$ cat src/common/accel_pkg.sv
/*
 * Shared constants and types for the task sequencer core.
 * Assumes a single 50 MHz system clock shared with the main processor.
 */
package accel_pkg;

    localparam int          NUM_TASKS      = 8;
    localparam int          TASK_IDX_W     = 3;
    localparam int          PC_W           = 16;
    localparam int          AUX_W          = 16;
    localparam int          DATA_W         = 32;
    localparam int          TRIG_SEL_W     = 8;
    localparam int          PIPE_STAGES    = 8;
    localparam int          NUM_RESULT     = 4;
    localparam int          NUM_AUX        = 2;

    // Register offsets (word index on the plain register port)
    localparam logic [7:0]  OFS_CTRL       = 8'h00;
    localparam logic [7:0]  OFS_STATUS     = 8'h01;
    localparam logic [7:0]  OFS_SW_TRIG    = 8'h02;
    localparam logic [7:0]  OFS_PC         = 8'h03;
    localparam logic [7:0]  OFS_FLT_STAT   = 8'h04;
    localparam logic [7:0]  OFS_MEM_MAP    = 8'h05;
    localparam logic [7:0]  OFS_VECT_BASE  = 8'h10;
    localparam logic [7:0]  OFS_TSEL_BASE  = 8'h18;
    localparam logic [7:0]  OFS_RES_BASE   = 8'h20;
    localparam logic [7:0]  OFS_AUX_BASE   = 8'h24;

    // Field positions
    localparam int          CTRL_BG_EN_BIT = 0;
    localparam int          CTRL_RUN_BIT   = 1;

    // Reset values
    localparam logic [PC_W-1:0]   VECT_RST = 16'h0000;
    localparam logic [TRIG_SEL_W-1:0] TSEL_RST = 8'h00;
    localparam logic [DATA_W-1:0] MEM_MAP_RST = 32'h0000_0000;

    typedef enum logic [1:0] {
        ST_IDLE  = 2'b00,
        ST_LOAD  = 2'b01,
        ST_RUN   = 2'b10,
        ST_DONE  = 2'b11
    } seq_state_t;

endpackage

$ cat src/rtl/accel_fetch_pipe.sv
/*
 * Instruction fetch pipeline: tracks fetch progress through the stages.
 * Assumes program memory answers on the program data bus next cycle.
 */
`timescale 1ns/1ps
`default_nettype none

module accel_fetch_pipe
    import accel_pkg::*;
#(
    parameter int STAGES = PIPE_STAGES
)
(
    // Clock and reset
    input  wire logic              clock,
    input  wire logic              reset_n,
    // Control
    input  wire logic              flush,
    input  wire logic              issue,
    // Status
    output logic                   busy
);

    logic [STAGES-1:0] valid_r;

    // Eight-stage shift of in-flight instructions
    always_ff @(posedge clock or negedge reset_n)
    begin
        if (!reset_n)
            valid_r <= '0;
        else if (flush)
            valid_r <= '0;
        else
            valid_r <= {valid_r[STAGES-2:0], issue};
    end

    assign busy = |valid_r;

endmodule // accel_fetch_pipe

`default_nettype wire

$ cat src/rtl/accel_task_sequencer_core.sv
/*
 * Task sequencer core of the control law accelerator.
 * Assumes triggers, end-of-task and software starts are synchronous
 * one-cycle pulses on the system clock; registers on a plain port.
 */
// The address-and-strobe port and the register offsets were decided locally.
// Overview of operation
// - Runs on system clock, no own domain
// - Eight tasks, or seven plus background
// - Launch loads PC from task vector
// - One task at a time, no nesting
// - Per-task done interrupt pulse on foreground task completion
// - Next highest-priority pending task starts automatically
// - Background task runs while foreground tasks trigger
// - Config bit makes task 8 background
// - Per-task trigger select among 256 sources
// - Sixteen-bit program counter for fetch
// - Four 32-bit results plus float status
// - Two 16-bit auxiliary address registers
// - Independent eight-stage pipeline
// - Separate program, read and write buses
// - Float math, parallel ops, branch, load/store; this core has only the float status register
// - Two CPU and two DMA message memories; none are present in this core
// - Memory blocks mapped to CPU or accelerator
// - Task size limited only by program memory
`timescale 1ns/1ps
`default_nettype none

module accel_task_sequencer_core
    import accel_pkg::*;
#(
    parameter int N_TASKS  = NUM_TASKS,
    parameter int N_SRC    = 256
)
(
    // Clock and reset
    input  wire logic                  clock,
    input  wire logic                  reset_n,
    // Register port
    input  wire logic [7:0]            reg_addr,
    input  wire logic [DATA_W-1:0]     reg_wdata,
    input  wire logic                  reg_write,
    input  wire logic                  reg_read,
    output logic [DATA_W-1:0]          reg_rdata,
    // Peripheral trigger sources
    input  wire logic [N_SRC-1:0]      periph_trig,
    // Software trigger from the main processor
    input  wire logic                  sw_trig_valid,
    input  wire logic [N_TASKS-1:0]    sw_trig_mask,
    // Execution unit handshake
    input  wire logic                  task_end,
    input  wire logic                  exec_issue,
    // Program bus
    output logic [PC_W-1:0]            program_address_bus,
    input  wire logic [DATA_W-1:0]     program_data_bus,
    // Data read and write buses
    output logic [PC_W-1:0]            read_address_bus,
    input  wire logic [DATA_W-1:0]     read_data_bus,
    output logic [PC_W-1:0]            write_address_bus,
    output logic [DATA_W-1:0]          write_data_bus,
    // Execution results loaded by the datapath
    input  wire logic                  res_we,
    input  wire logic [1:0]            res_sel,
    input  wire logic [DATA_W-1:0]     res_data,
    // Task completion interrupts
    output logic [N_TASKS-1:0]         task_done_irq,
    // Memory block ownership and status
    output logic [DATA_W-1:0]          mem_owner_map,
    output logic                       task_running,
    output logic [TASK_IDX_W-1:0]      active_task,
    output logic                       pipe_busy
);

    seq_state_t                 state_r;
    logic [N_TASKS-1:0]         pend_r;
    logic [N_TASKS-1:0]         trig_hit;
    logic [PC_W-1:0]            vect_r   [N_TASKS];
    logic [TRIG_SEL_W-1:0]      tsel_r   [N_TASKS];
    logic [DATA_W-1:0]          res_r    [NUM_RESULT];
    logic [AUX_W-1:0]           aux_r    [NUM_AUX];
    logic [DATA_W-1:0]          fstat_r;
    logic [PC_W-1:0]            pc_r;
    logic [TASK_IDX_W-1:0]      cur_r;
    logic                       bg_en_r;
    logic                       run_en_r;
    logic                       bg_active_r;
    logic [N_TASKS-1:0]         fg_mask;
    logic                       any_pend;
    logic [TASK_IDX_W-1:0]      pick;
    logic [N_TASKS-1:0]         start_pulse;
    logic                       wr_ctrl;

    // Lowest set bit wins
    function automatic logic [TASK_IDX_W-1:0] prio_enc(input logic [N_TASKS-1:0] v);
        logic [TASK_IDX_W-1:0] r;
        r = '0;
        for (int i = N_TASKS-1; i >= 0; i--)
            if (v[i])
                r = TASK_IDX_W'(i);
        return r;
    endfunction

    function automatic logic in_range(input logic [7:0] a, input logic [7:0] b, input int n);
        return (a >= b) && (a < b + 8'(n));
    endfunction

    // Task 8 excluded from peripheral triggering and from the pending pick when background mode is set
    always_comb
    begin
        fg_mask = '1;
        if (bg_en_r)
            fg_mask[N_TASKS-1] = 1'b0;
    end

    // Trigger select per task
    genvar g;
    generate
        for (g = 0; g < N_TASKS; g++)
        begin : g_trig
            assign trig_hit[g] = (periph_trig[tsel_r[g]] && fg_mask[g])
                               || (sw_trig_valid && sw_trig_mask[g]);
        end
    endgenerate

    assign any_pend = |(pend_r & fg_mask);
    assign pick     = prio_enc(pend_r & fg_mask);
    assign wr_ctrl  = reg_write && (reg_addr == OFS_CTRL);

    always_comb
    begin
        start_pulse = '0;
        if (state_r == ST_LOAD)
            start_pulse[cur_r] = 1'b1;
    end

    // Pending flags: set wins over clear at launch
    always_ff @(posedge clock or negedge reset_n)
    begin
        if (!reset_n)
            pend_r <= '0;
        else
            pend_r <= (pend_r & ~start_pulse) | trig_hit;
    end

    // Sequencer state machine
    always_ff @(posedge clock or negedge reset_n)
    begin
        if (!reset_n)
        begin
            state_r     <= ST_IDLE;
            cur_r       <= '0;
            bg_active_r <= 1'b0;
        end
        else
        begin
            case (state_r)
                ST_IDLE:
                    if (run_en_r && any_pend)
                    begin
                        cur_r       <= pick;
                        bg_active_r <= 1'b0;
                        state_r     <= ST_LOAD;
                    end
                    else if (run_en_r && bg_en_r)
                    begin
                        cur_r       <= TASK_IDX_W'(N_TASKS-1);
                        bg_active_r <= 1'b1;
                        state_r     <= ST_LOAD;
                    end
                ST_LOAD:
                    state_r <= ST_RUN;
                ST_RUN:
                    if (task_end)
                        state_r <= ST_DONE;
                ST_DONE:
                    state_r <= ST_IDLE;
                default:
                    state_r <= ST_IDLE;
            endcase
        end
    end

    // Program counter loaded from the task vector
    always_ff @(posedge clock or negedge reset_n)
    begin
        if (!reset_n)
            pc_r <= '0;
        else if (state_r == ST_LOAD)
            pc_r <= vect_r[cur_r];
        else if (state_r == ST_RUN && exec_issue && !task_end)
            pc_r <= pc_r + PC_W'(1);
    end

    // Completion interrupt, one pulse per foreground task
    always_ff @(posedge clock or negedge reset_n)
    begin
        if (!reset_n)
            task_done_irq <= '0;
        else
        begin
            task_done_irq <= '0;
            if (state_r == ST_RUN && task_end && !bg_active_r)
                task_done_irq[cur_r] <= 1'b1;
        end
    end

    // Control and configuration registers
    always_ff @(posedge clock or negedge reset_n)
    begin
        if (!reset_n)
        begin
            bg_en_r       <= 1'b0;
            run_en_r      <= 1'b0;
            mem_owner_map <= MEM_MAP_RST;
        end
        else
        begin
            if (wr_ctrl)
            begin
                bg_en_r  <= reg_wdata[CTRL_BG_EN_BIT];
                run_en_r <= reg_wdata[CTRL_RUN_BIT];
            end
            if (reg_write && reg_addr == OFS_MEM_MAP)
                mem_owner_map <= reg_wdata;
        end
    end

    // Vector and trigger select tables
    generate
        for (g = 0; g < N_TASKS; g++)
        begin : g_cfg
            always_ff @(posedge clock or negedge reset_n)
            begin
                if (!reset_n)
                begin
                    vect_r[g] <= VECT_RST;
                    tsel_r[g] <= TSEL_RST;
                end
                else
                begin
                    if (reg_write && reg_addr == OFS_VECT_BASE + 8'(g))
                        vect_r[g] <= reg_wdata[PC_W-1:0];
                    if (reg_write && reg_addr == OFS_TSEL_BASE + 8'(g))
                        tsel_r[g] <= reg_wdata[TRIG_SEL_W-1:0];
                end
            end
        end
    endgenerate

    // Result, auxiliary and float status registers
    always_ff @(posedge clock or negedge reset_n)
    begin
        if (!reset_n)
        begin
            for (int i = 0; i < NUM_RESULT; i++)
                res_r[i] <= '0;
            for (int i = 0; i < NUM_AUX; i++)
                aux_r[i] <= '0;
            fstat_r <= '0;
        end
        else
        begin
            if (res_we)
                res_r[res_sel] <= res_data;
            if (reg_write && in_range(reg_addr, OFS_AUX_BASE, NUM_AUX))
                aux_r[reg_addr[0]] <= reg_wdata[AUX_W-1:0];
            if (reg_write && reg_addr == OFS_FLT_STAT)
                fstat_r <= reg_wdata;
        end
    end

    // Separate buses driven from registers
    always_ff @(posedge clock or negedge reset_n)
    begin
        if (!reset_n)
        begin
            program_address_bus <= '0;
            read_address_bus    <= '0;
            write_address_bus   <= '0;
            write_data_bus      <= '0;
        end
        else
        begin
            program_address_bus <= pc_r;
            read_address_bus    <= aux_r[0];
            write_address_bus   <= aux_r[1];
            write_data_bus      <= res_r[0];
        end
    end

    // Read data, one cycle after the strobe
    always_ff @(posedge clock or negedge reset_n)
    begin
        if (!reset_n)
            reg_rdata <= '0;
        else if (reg_read)
        begin
            if (reg_addr == OFS_CTRL)
                reg_rdata <= {30'h0, run_en_r, bg_en_r};
            else if (reg_addr == OFS_STATUS)
                reg_rdata <= {19'h0, cur_r, pend_r, bg_active_r, (state_r != ST_IDLE)};
            else if (reg_addr == OFS_PC)
                reg_rdata <= {16'h0, pc_r};
            else if (reg_addr == OFS_FLT_STAT)
                reg_rdata <= fstat_r;
            else if (reg_addr == OFS_MEM_MAP)
                reg_rdata <= mem_owner_map;
            else if (in_range(reg_addr, OFS_VECT_BASE, N_TASKS))
                reg_rdata <= {16'h0, vect_r[reg_addr[2:0]]};
            else if (in_range(reg_addr, OFS_TSEL_BASE, N_TASKS))
                reg_rdata <= {24'h0, tsel_r[reg_addr[2:0]]};
            else if (in_range(reg_addr, OFS_RES_BASE, NUM_RESULT))
                reg_rdata <= res_r[reg_addr[1:0]];
            else if (in_range(reg_addr, OFS_AUX_BASE, NUM_AUX))
                reg_rdata <= {16'h0, aux_r[reg_addr[0]]};
            else
                reg_rdata <= '0;
        end
        else
            reg_rdata <= '0;
    end

    assign task_running = (state_r == ST_RUN);
    assign active_task  = cur_r;

    accel_fetch_pipe #(
        .STAGES (PIPE_STAGES)
    ) u_pipe (
        .clock   (clock),
        .reset_n (reset_n),
        .flush   (state_r == ST_LOAD),
        .issue   (task_running && exec_issue),
        .busy    (pipe_busy)
    );

    // Checks
    a_load_from_vect: assert property (@(posedge clock) disable iff (!reset_n)
        state_r == ST_LOAD |=> pc_r == $past(vect_r[cur_r]))
        else $error("PC not loaded from vector");
    a_no_nesting: assert property (@(posedge clock) disable iff (!reset_n)
        state_r == ST_RUN && !task_end |=> state_r == ST_RUN && $stable(cur_r))
        else $error("Task changed while running");
    a_done_irq: assert property (@(posedge clock) disable iff (!reset_n)
        state_r == ST_RUN && task_end && !bg_active_r |=> task_done_irq[$past(cur_r)])
        else $error("Missing completion interrupt");
    a_irq_onehot: assert property (@(posedge clock) disable iff (!reset_n)
        $onehot0(task_done_irq))
        else $error("Multiple completion interrupts");
    a_prio_pick: assert property (@(posedge clock) disable iff (!reset_n)
        state_r == ST_IDLE && run_en_r && any_pend |=> cur_r == $past(pick) && start_pulse[cur_r])
        else $error("Wrong task picked");
    a_pend_clear: assert property (@(posedge clock) disable iff (!reset_n)
        state_r == ST_LOAD && !trig_hit[cur_r] |=> !pend_r[$past(cur_r)])
        else $error("Pending not cleared at start");
    a_pend_keep: assert property (@(posedge clock) disable iff (!reset_n)
        state_r == ST_RUN && trig_hit[cur_r] |=> pend_r[$past(cur_r)])
        else $error("Running task trigger lost");
    a_bg_mode: assert property (@(posedge clock) disable iff (!reset_n)
        bg_en_r && !(sw_trig_valid && sw_trig_mask[N_TASKS-1]) |-> !trig_hit[N_TASKS-1])
        else $error("Background task peripheral triggered");
    a_auto_next: assert property (@(posedge clock) disable iff (!reset_n)
        state_r == ST_DONE ##1 (run_en_r && any_pend) |=> state_r == ST_LOAD)
        else $error("Next task not started");

endmodule // accel_task_sequencer_core

`default_nettype wire

$ cat config.mk
export PLATFORM = sky130hd
export DESIGN_NAME = accel_task_sequencer_core
export DESIGN_NICKNAME = d
export VERILOG_FILES = /design/src/common/accel_pkg.sv /design/src/rtl/accel_fetch_pipe.sv /design/src/rtl/accel_task_sequencer_core.sv
export SDC_FILE = /design/constraint.sdc
export NUM_CORES = 2
export LEC_CHECK = 0
export BUFFER_PORTS_ARGS = -buffer_cell sky130_fd_sc_hd__buf_2
export CORE_MARGIN = 10
export CORE_UTILIZATION = 40
export DETAILED_ROUTE_END_ITERATION = 7
export SKIP_CTS_REPAIR_TIMING = 1
export SLEW_MARGIN = 20
export SYNTH_ARGS = -nofsm -noshare
export SYNTH_HDL_FRONTEND = slang
export SYNTH_SLANG_ARGS = --single-unit
$ cat constraint.sdc
create_clock -name clock -period 2.76 [get_ports clock]
set_clock_uncertainty 0.2 [all_clocks]
set_input_delay 0.552 -clock clock [delete_from_list [all_inputs] [get_ports clock]]
set_output_delay 0.552 -clock clock [all_outputs]
set_load 0.05 [all_outputs]
; ---- Word level (Yosys, flattened, before mapping)
; Index checks and enable logic that the tools add are counted.
[word_totals]
register_bits = 576
latch_bits = 0
ram_bits = 0
romBits = 0
in_bits = 410
output_inout_bits = 157
word_cells = 230
n_memories = 0
[op_classes]
addsub = 1
n_mul = 0
div_mod_pow = 0
order_cmp = 25
n_eq_ne = 25
shift = 0
mux = 71
bitwise_logic = 9
reduce_logical = 61
[ops]
columns = cell, n
row1 = 32-bit 2-to-1 mux, 12
row2 = 16-bit 2-to-1 mux, 11
row3 = 128-bit bitwise mux, 1
row4 = "8-bit by 5-bit == test with 1-bit output, second input constant", 16
row5 = 16-bit binary-select mux with 3-bit select, 2
row6 = "8-bit by 9-bit < comparator with 1-bit output, second input constant", 8
row7 = 1-bit binary-select mux with 8-bit select, 8
row8 = 32-bit binary-select mux with 2-bit select, 1
row9 = 32-bit demux with 2-bit select, 1
row10 = 1-bit logical AND, 42
row11 = 8-bit 2-to-1 mux, 5
row12 = 32-bit bitwise mux, 1
row13 = 3-bit 2-to-1 mux, 10
row14 = 8-bit binary-select mux with 3-bit select, 1
row15 = "8-bit by 6-bit < comparator with 1-bit output, second input constant", 3
row16 = "16-bit by 1-bit adder with 16-bit output, second input constant", 1
row17 = 8-bit bitwise AND, 2
row18 = 16-bit demux with 1-bit select, 1
row19 = "8-bit by 3-bit == test with 1-bit output, second input constant", 2
row20 = "8-bit by 5-bit greater-or-equal comparator with 1-bit output, second input constant", 2
row21 = "8-bit by 6-bit greater-or-equal comparator with 1-bit output, second input constant", 2
row22 = 8-bit OR reduction, 2
row23 = 1-bit 2-to-1 mux, 12
row24 = "8-bit by 1-bit == test with 1-bit output, second input constant", 1
row25 = 27 further kinds, 45

; ---- Logic depth before layout (Yosys ltp)
[logic_depth]
word_depth = 14
depth_mapped = 11
ltp_nobuf = 9

; ---- By module
; Synthesis repeated with hierarchy kept, for this count alone.
[hier_totals]
cells_unflattened = 3035
area_unflattened_um2 = 41670.0
[modules_own_cells]
columns = mod, instances, cells_each, area_per_inst_um2, seq_area_each_um2
row1 = accel_task_sequencer_core, 1, 3016, 41403.5, 14213.6
row2 = accel_fetch_pipe, 1, 19, 266.5, 200.2

; ---- Worst setup path before layout
; Ideal clock, no wire load.
[synth_timing]
path_type = input port to flip-flop
startpoint = input port reg_addr[0]
endpoint = register vect_r[10] (netlist name)
setup_time_ns = 0.125
arrival_ns = 2.465
required_time_ns = 2.435
setup_slack_ns = -0.030
cell_stages = 8
path_buffers = 5
cell_sequence = buf_4 buf_4 buf_4 buf_4 nand4_1 nor2_1 buf_4 mux2_2
[synth_via]
elab_chain_len = 2
[synth_rtl]
columns = item, line_no
row1 = from (decl), accel_task_sequencer_core.sv:40  ; input wire logic [7:0] reg_addr,
row2 = 8-bit by 5-bit == test with 1-bit output, accel_task_sequencer_core.sv:241  ; if (reg_write && reg_addr == OFS_VECT_BASE + 8'(g))
row3 = 1-bit logical AND, accel_task_sequencer_core.sv:241
row4 = "to (signal, indexed assignment)", accel_task_sequencer_core.sv:242  ; vect_r[g] <= reg_wdata[PC_W-1:0];
row5 = to (decl), accel_task_sequencer_core.sv:77  ; logic [PC_W-1:0] vect_r [N_TASKS];
; No other way between the ends.
; A chain may end at the register's enable or synchronous reset.

; ---- Worst setup path in the final report
[layout_timing]
startpoint = register tsel_r[24] (netlist name)
endpoint = register pend_r[4]
[layout_via]
elab_chain_len = 4
[layout_rtl]
columns = item, line_no
row1 = from (decl), accel_task_sequencer_core.sv:78  ; logic [TRIG_SEL_W-1:0] tsel_r [N_TASKS];
row2 = "from (signal, indexed assignment)", accel_task_sequencer_core.sv:244  ; tsel_r[g] <= reg_wdata[TRIG_SEL_W-1:0];
row3 = 1-bit binary-select mux with 8-bit select, accel_task_sequencer_core.sv:120  ; assign trig_hit[g] = (periph_trig[tsel_r[g]] && fg_mask[g])
row4 = 1-bit 2-to-1 mux (not written as such), accel_task_sequencer_core.sv:120
row5 = 1-bit logical OR, accel_task_sequencer_core.sv:121  ; || (sw_trig_valid && sw_trig_mask[g]);
row6 = 8-bit bitwise OR, accel_task_sequencer_core.sv:142  ; pend_r <= (pend_r & ~start_pulse) | trig_hit;
row7 = to (signal assigned), accel_task_sequencer_core.sv:142
row8 = to (decl), accel_task_sequencer_core.sv:75  ; logic [N_TASKS-1:0] pend_r;
; No other way between the ends. The select of a mux whose other input is x is not followed.

==> flow_summary.toml <==
[status]
status = "finished with violations"
violations = "hold timing, setup timing"

[floorplan]
rows = 118
die_h_um = 342
initial_core_util_pct = 40.2
die_area_um2 = 117000
io-pin-count = 567
die_w_um = 342
core_area_um2 = 103000

[placement]
dpl.hpwl_mm = 131
port_buffers = 502
gp_congestion = 1.02
numPlacedInstances = 5075
placed_cell_area_um2 = 48900

[grt]
grt_pass1_wl_mm = 252
grt-ovfl-total = 0
first_global_vias = 35300
antenna_found_initial = 52
track_usage_pct = 29.0
grt_max_degree = 72

[clock_network]
cts_buffers = 58
clk_pin_slew_ns = 0.06
cts.sinks = 576
worstSkewPairLatency_ns = 0.65
cts_htree_levels = 2
cts_tree = "done"
clockBufferDepth = 3
root_buffer = "clkbuf_16"

[yosys]
synthArstFlopShare_pct = 100
synthCells = 3063
synth_flop_cell = "dfrtp_1"
synth_seq_cells = 576
syn_area_per_cell_um2 = 13.6
synth-seq-area-share_pct = 34.7
ys_warn_count = 0
synth_edf_count = 0
syn_area_um2 = 41500
netlist-cell-type-count = 62
synthesis.nets = 3477

[route]
drtIter0Drc = 4796
ant_nets = 0
viasPerCell = 6.72
vias = 35800
avgRoutedWirePerCell_um = 33.6
wl_mm = 179
drc = 0
drt_pre_antenna_iters = 6

[finish]
final_area_um2 = 52500
regArea_um2 = 14500
final_common_cell = "mux4_2"
layout_common_cells = "mux4_2, dfrtp_1, buf_2"
drive_above_1_share_pct = 56.6
syn_to_final_growth_pct = 26.4
multi_input_area_um2 = 26000
fin_cells = 5322
nets = 4270
fillerInstances = 8966

[sta]
whs_ns = -0.00444
rsz0062_at_grt = "yes"
fmax_mhz = 345
fin_ws_ns = -0.141
setup_viol = 7
fin_crit_sh_pct = 105
final_max_slew_viol_count = 0
hold_viol_final = 1
tns_ns = -0.599
max-slew-margin-rel_pct = 35.3
fin_crit_ns = 2.90
tightest_slew_ns = 0.970

[critical_path]
crit_path_start_kind = "flip-flop"
reg2reg_slack_ns = -0.14
endpoint_kind = "flip-flop"
cp_max_fo = 16
critPathKind = "flip-flop to flip-flop"
required_ns = 3.05
arrival_ns = 3.19

[min_path]
min_path_type = "input port to flip-flop"

[power]
p_per_area_nw_per_um2 = 518
p_leak_nw = 21.4
ir_drop_mv = 1.05

[run]
cap_violations = 0
==> routing by layer <==
layer | GRT usage [%] | vias up | part of all wire, %
li1 | - | 14200 | -
met1 | 37.0 | 18300 | 36
met2 | 44.3 | 2676 | 45
met3 | 8.22 | 652 | 12
met4 | 15.9 | 20 | 6.9
met5 | 0 | - | 0.076
==> worst max-delay path: stages, from the launching register on <==
cell and delay [ns]:
dfrtp_4 0.46, buf_4 0.20, buf_12 0.20, mux4_2 0.52
a22oi_1 0.24, nand2_2 0.13, a21oi_4 0.23, buf_4 0.19
mux4_2 0.27, o211ai_1 0.09
==> area by class of cell <==
cell class / instances / area share [%]
Antenna cell: 43 / 0.205
Clock buffer: 86 / 3.19
Clock inverter: 17 / 0.503
Inverter: 14 / 0.100
Multi-Input combinational cell: 2165 / 49.5
Sequential cell: 576 / 27.6
Tap cell: 1380 / 3.29
Timing Repair Buffer: 1041 / 15.6
==> sequential cells by signal, summed over array words and instances, names as in the netlist, 16 cells and up <==
| name | cells |
|---|---|
| write_address_bus | 16 |
| reg_rdata | 32 |
| res_r | 128 |
| fstat_r | 32 |
| write_data_bus | 32 |
| program_address_bus | 16 |
| mem_owner_map | 32 |
| aux_r | 32 |
| tsel_r | 64 |
| pc_r | 16 |
| read_address_bus | 16 |
| vect_r | 128 |
==> logic make-up (layout without fill, tap and decap cells) <==
| logic type | count (synthesis) | in the layout | share of synthesized area [%] |
|---|---|---|---|
| compound gates | 530 | 530 | 8.62 |
| buf+inv | 322 | 1158 | 3.47 |
| simple gates | 434 | 434 | 5.16 |
| flops | 576 | 576 | 34.7 |
| fa+ha+maj | 4 | 4 | 0.120 |
| other cells | 0 | 43 | 0 |
| xor+xnor | 15 | 15 | 0.316 |
| mux | 1182 | 1182 | 47.6 |
==> path summary, 6_finish.rpt <==
check,from,endpoint,depth (start not counted)
worst min register to register,res_r[114],write_data_bus[18],0
min in group asynchronous,reset_n,vect_r[105],2
worst max-delay path,tsel_r[24],pend_r[4],9
worst min-delay path,res_data[19],res_r[83],2
max in group asynchronous,reset_n,tsel_r[16],3
worst max register to register,tsel_r[24],pend_r[4],9
==> report_power, final <==
part           leakage (nW)  total (W)  internal [W]  switching [W]
Combinational          13.0    0.00875       0.00376        0.00499
Clock                 0.953    0.00811       0.00475        0.00336
Sequential             7.50     0.0103       0.00940       0.000933
Total                  21.4     0.0272        0.0179        0.00928
==> cells in the mapped netlist, types with 9 or more instances <==
cell / instances / area share (%)
mux4_2: 592 / 32
dfrtp_1: 576 / 35
mux2_2: 428 / 12
a22oi_1: 208 / 3.8
clkbuf_1: 171 / 1.5
mux2i_1: 157 / 3.8
a21oi_1: 146 / 1.8
nand2_1: 142 / 1.3
nor2_1: 81 / 0.73
buf_2: 74 / 0.89
nand3_1: 63 / 0.76
nor2b_1: 52 / 0.78
o21ai_0: 43 / 0.52
buf_1: 35 / 0.32
buf_4: 19 / 0.34
a31oi_1: 18 / 0.27
nor3_1: 16 / 0.19
a211oi_1: 14 / 0.25
inv_1: 14 / 0.13
o211ai_1: 14 / 0.25
a2111oi_0: 13 / 0.27
and2_1: 13 / 0.20
nand2b_1: 13 / 0.20
o22ai_1: 11 / 0.17
buf_6: 9 / 0.24
nor4b_1: 9 / 0.19
xnor2_1: 9 / 0.19
==> per-stage QoR <==
| step | utilization (%) | setup slack, ns | power, W |
|---|---|---|---|
| after floorplan | - | -0.0303 | 0.0151 |
| after global placement | 47.3 | -0.422 | 0.0186 |
| after detailed placement | 47.3 | -0.451 | 0.0187 |
| after CTS | 49.2 | -0.411 | 0.0268 |
| after global routing | 50.8 | -0.226 | 0.0282 |
| final | 50.8 | -0.141 | 0.0272 |
(Power assumes the default switching activity.)
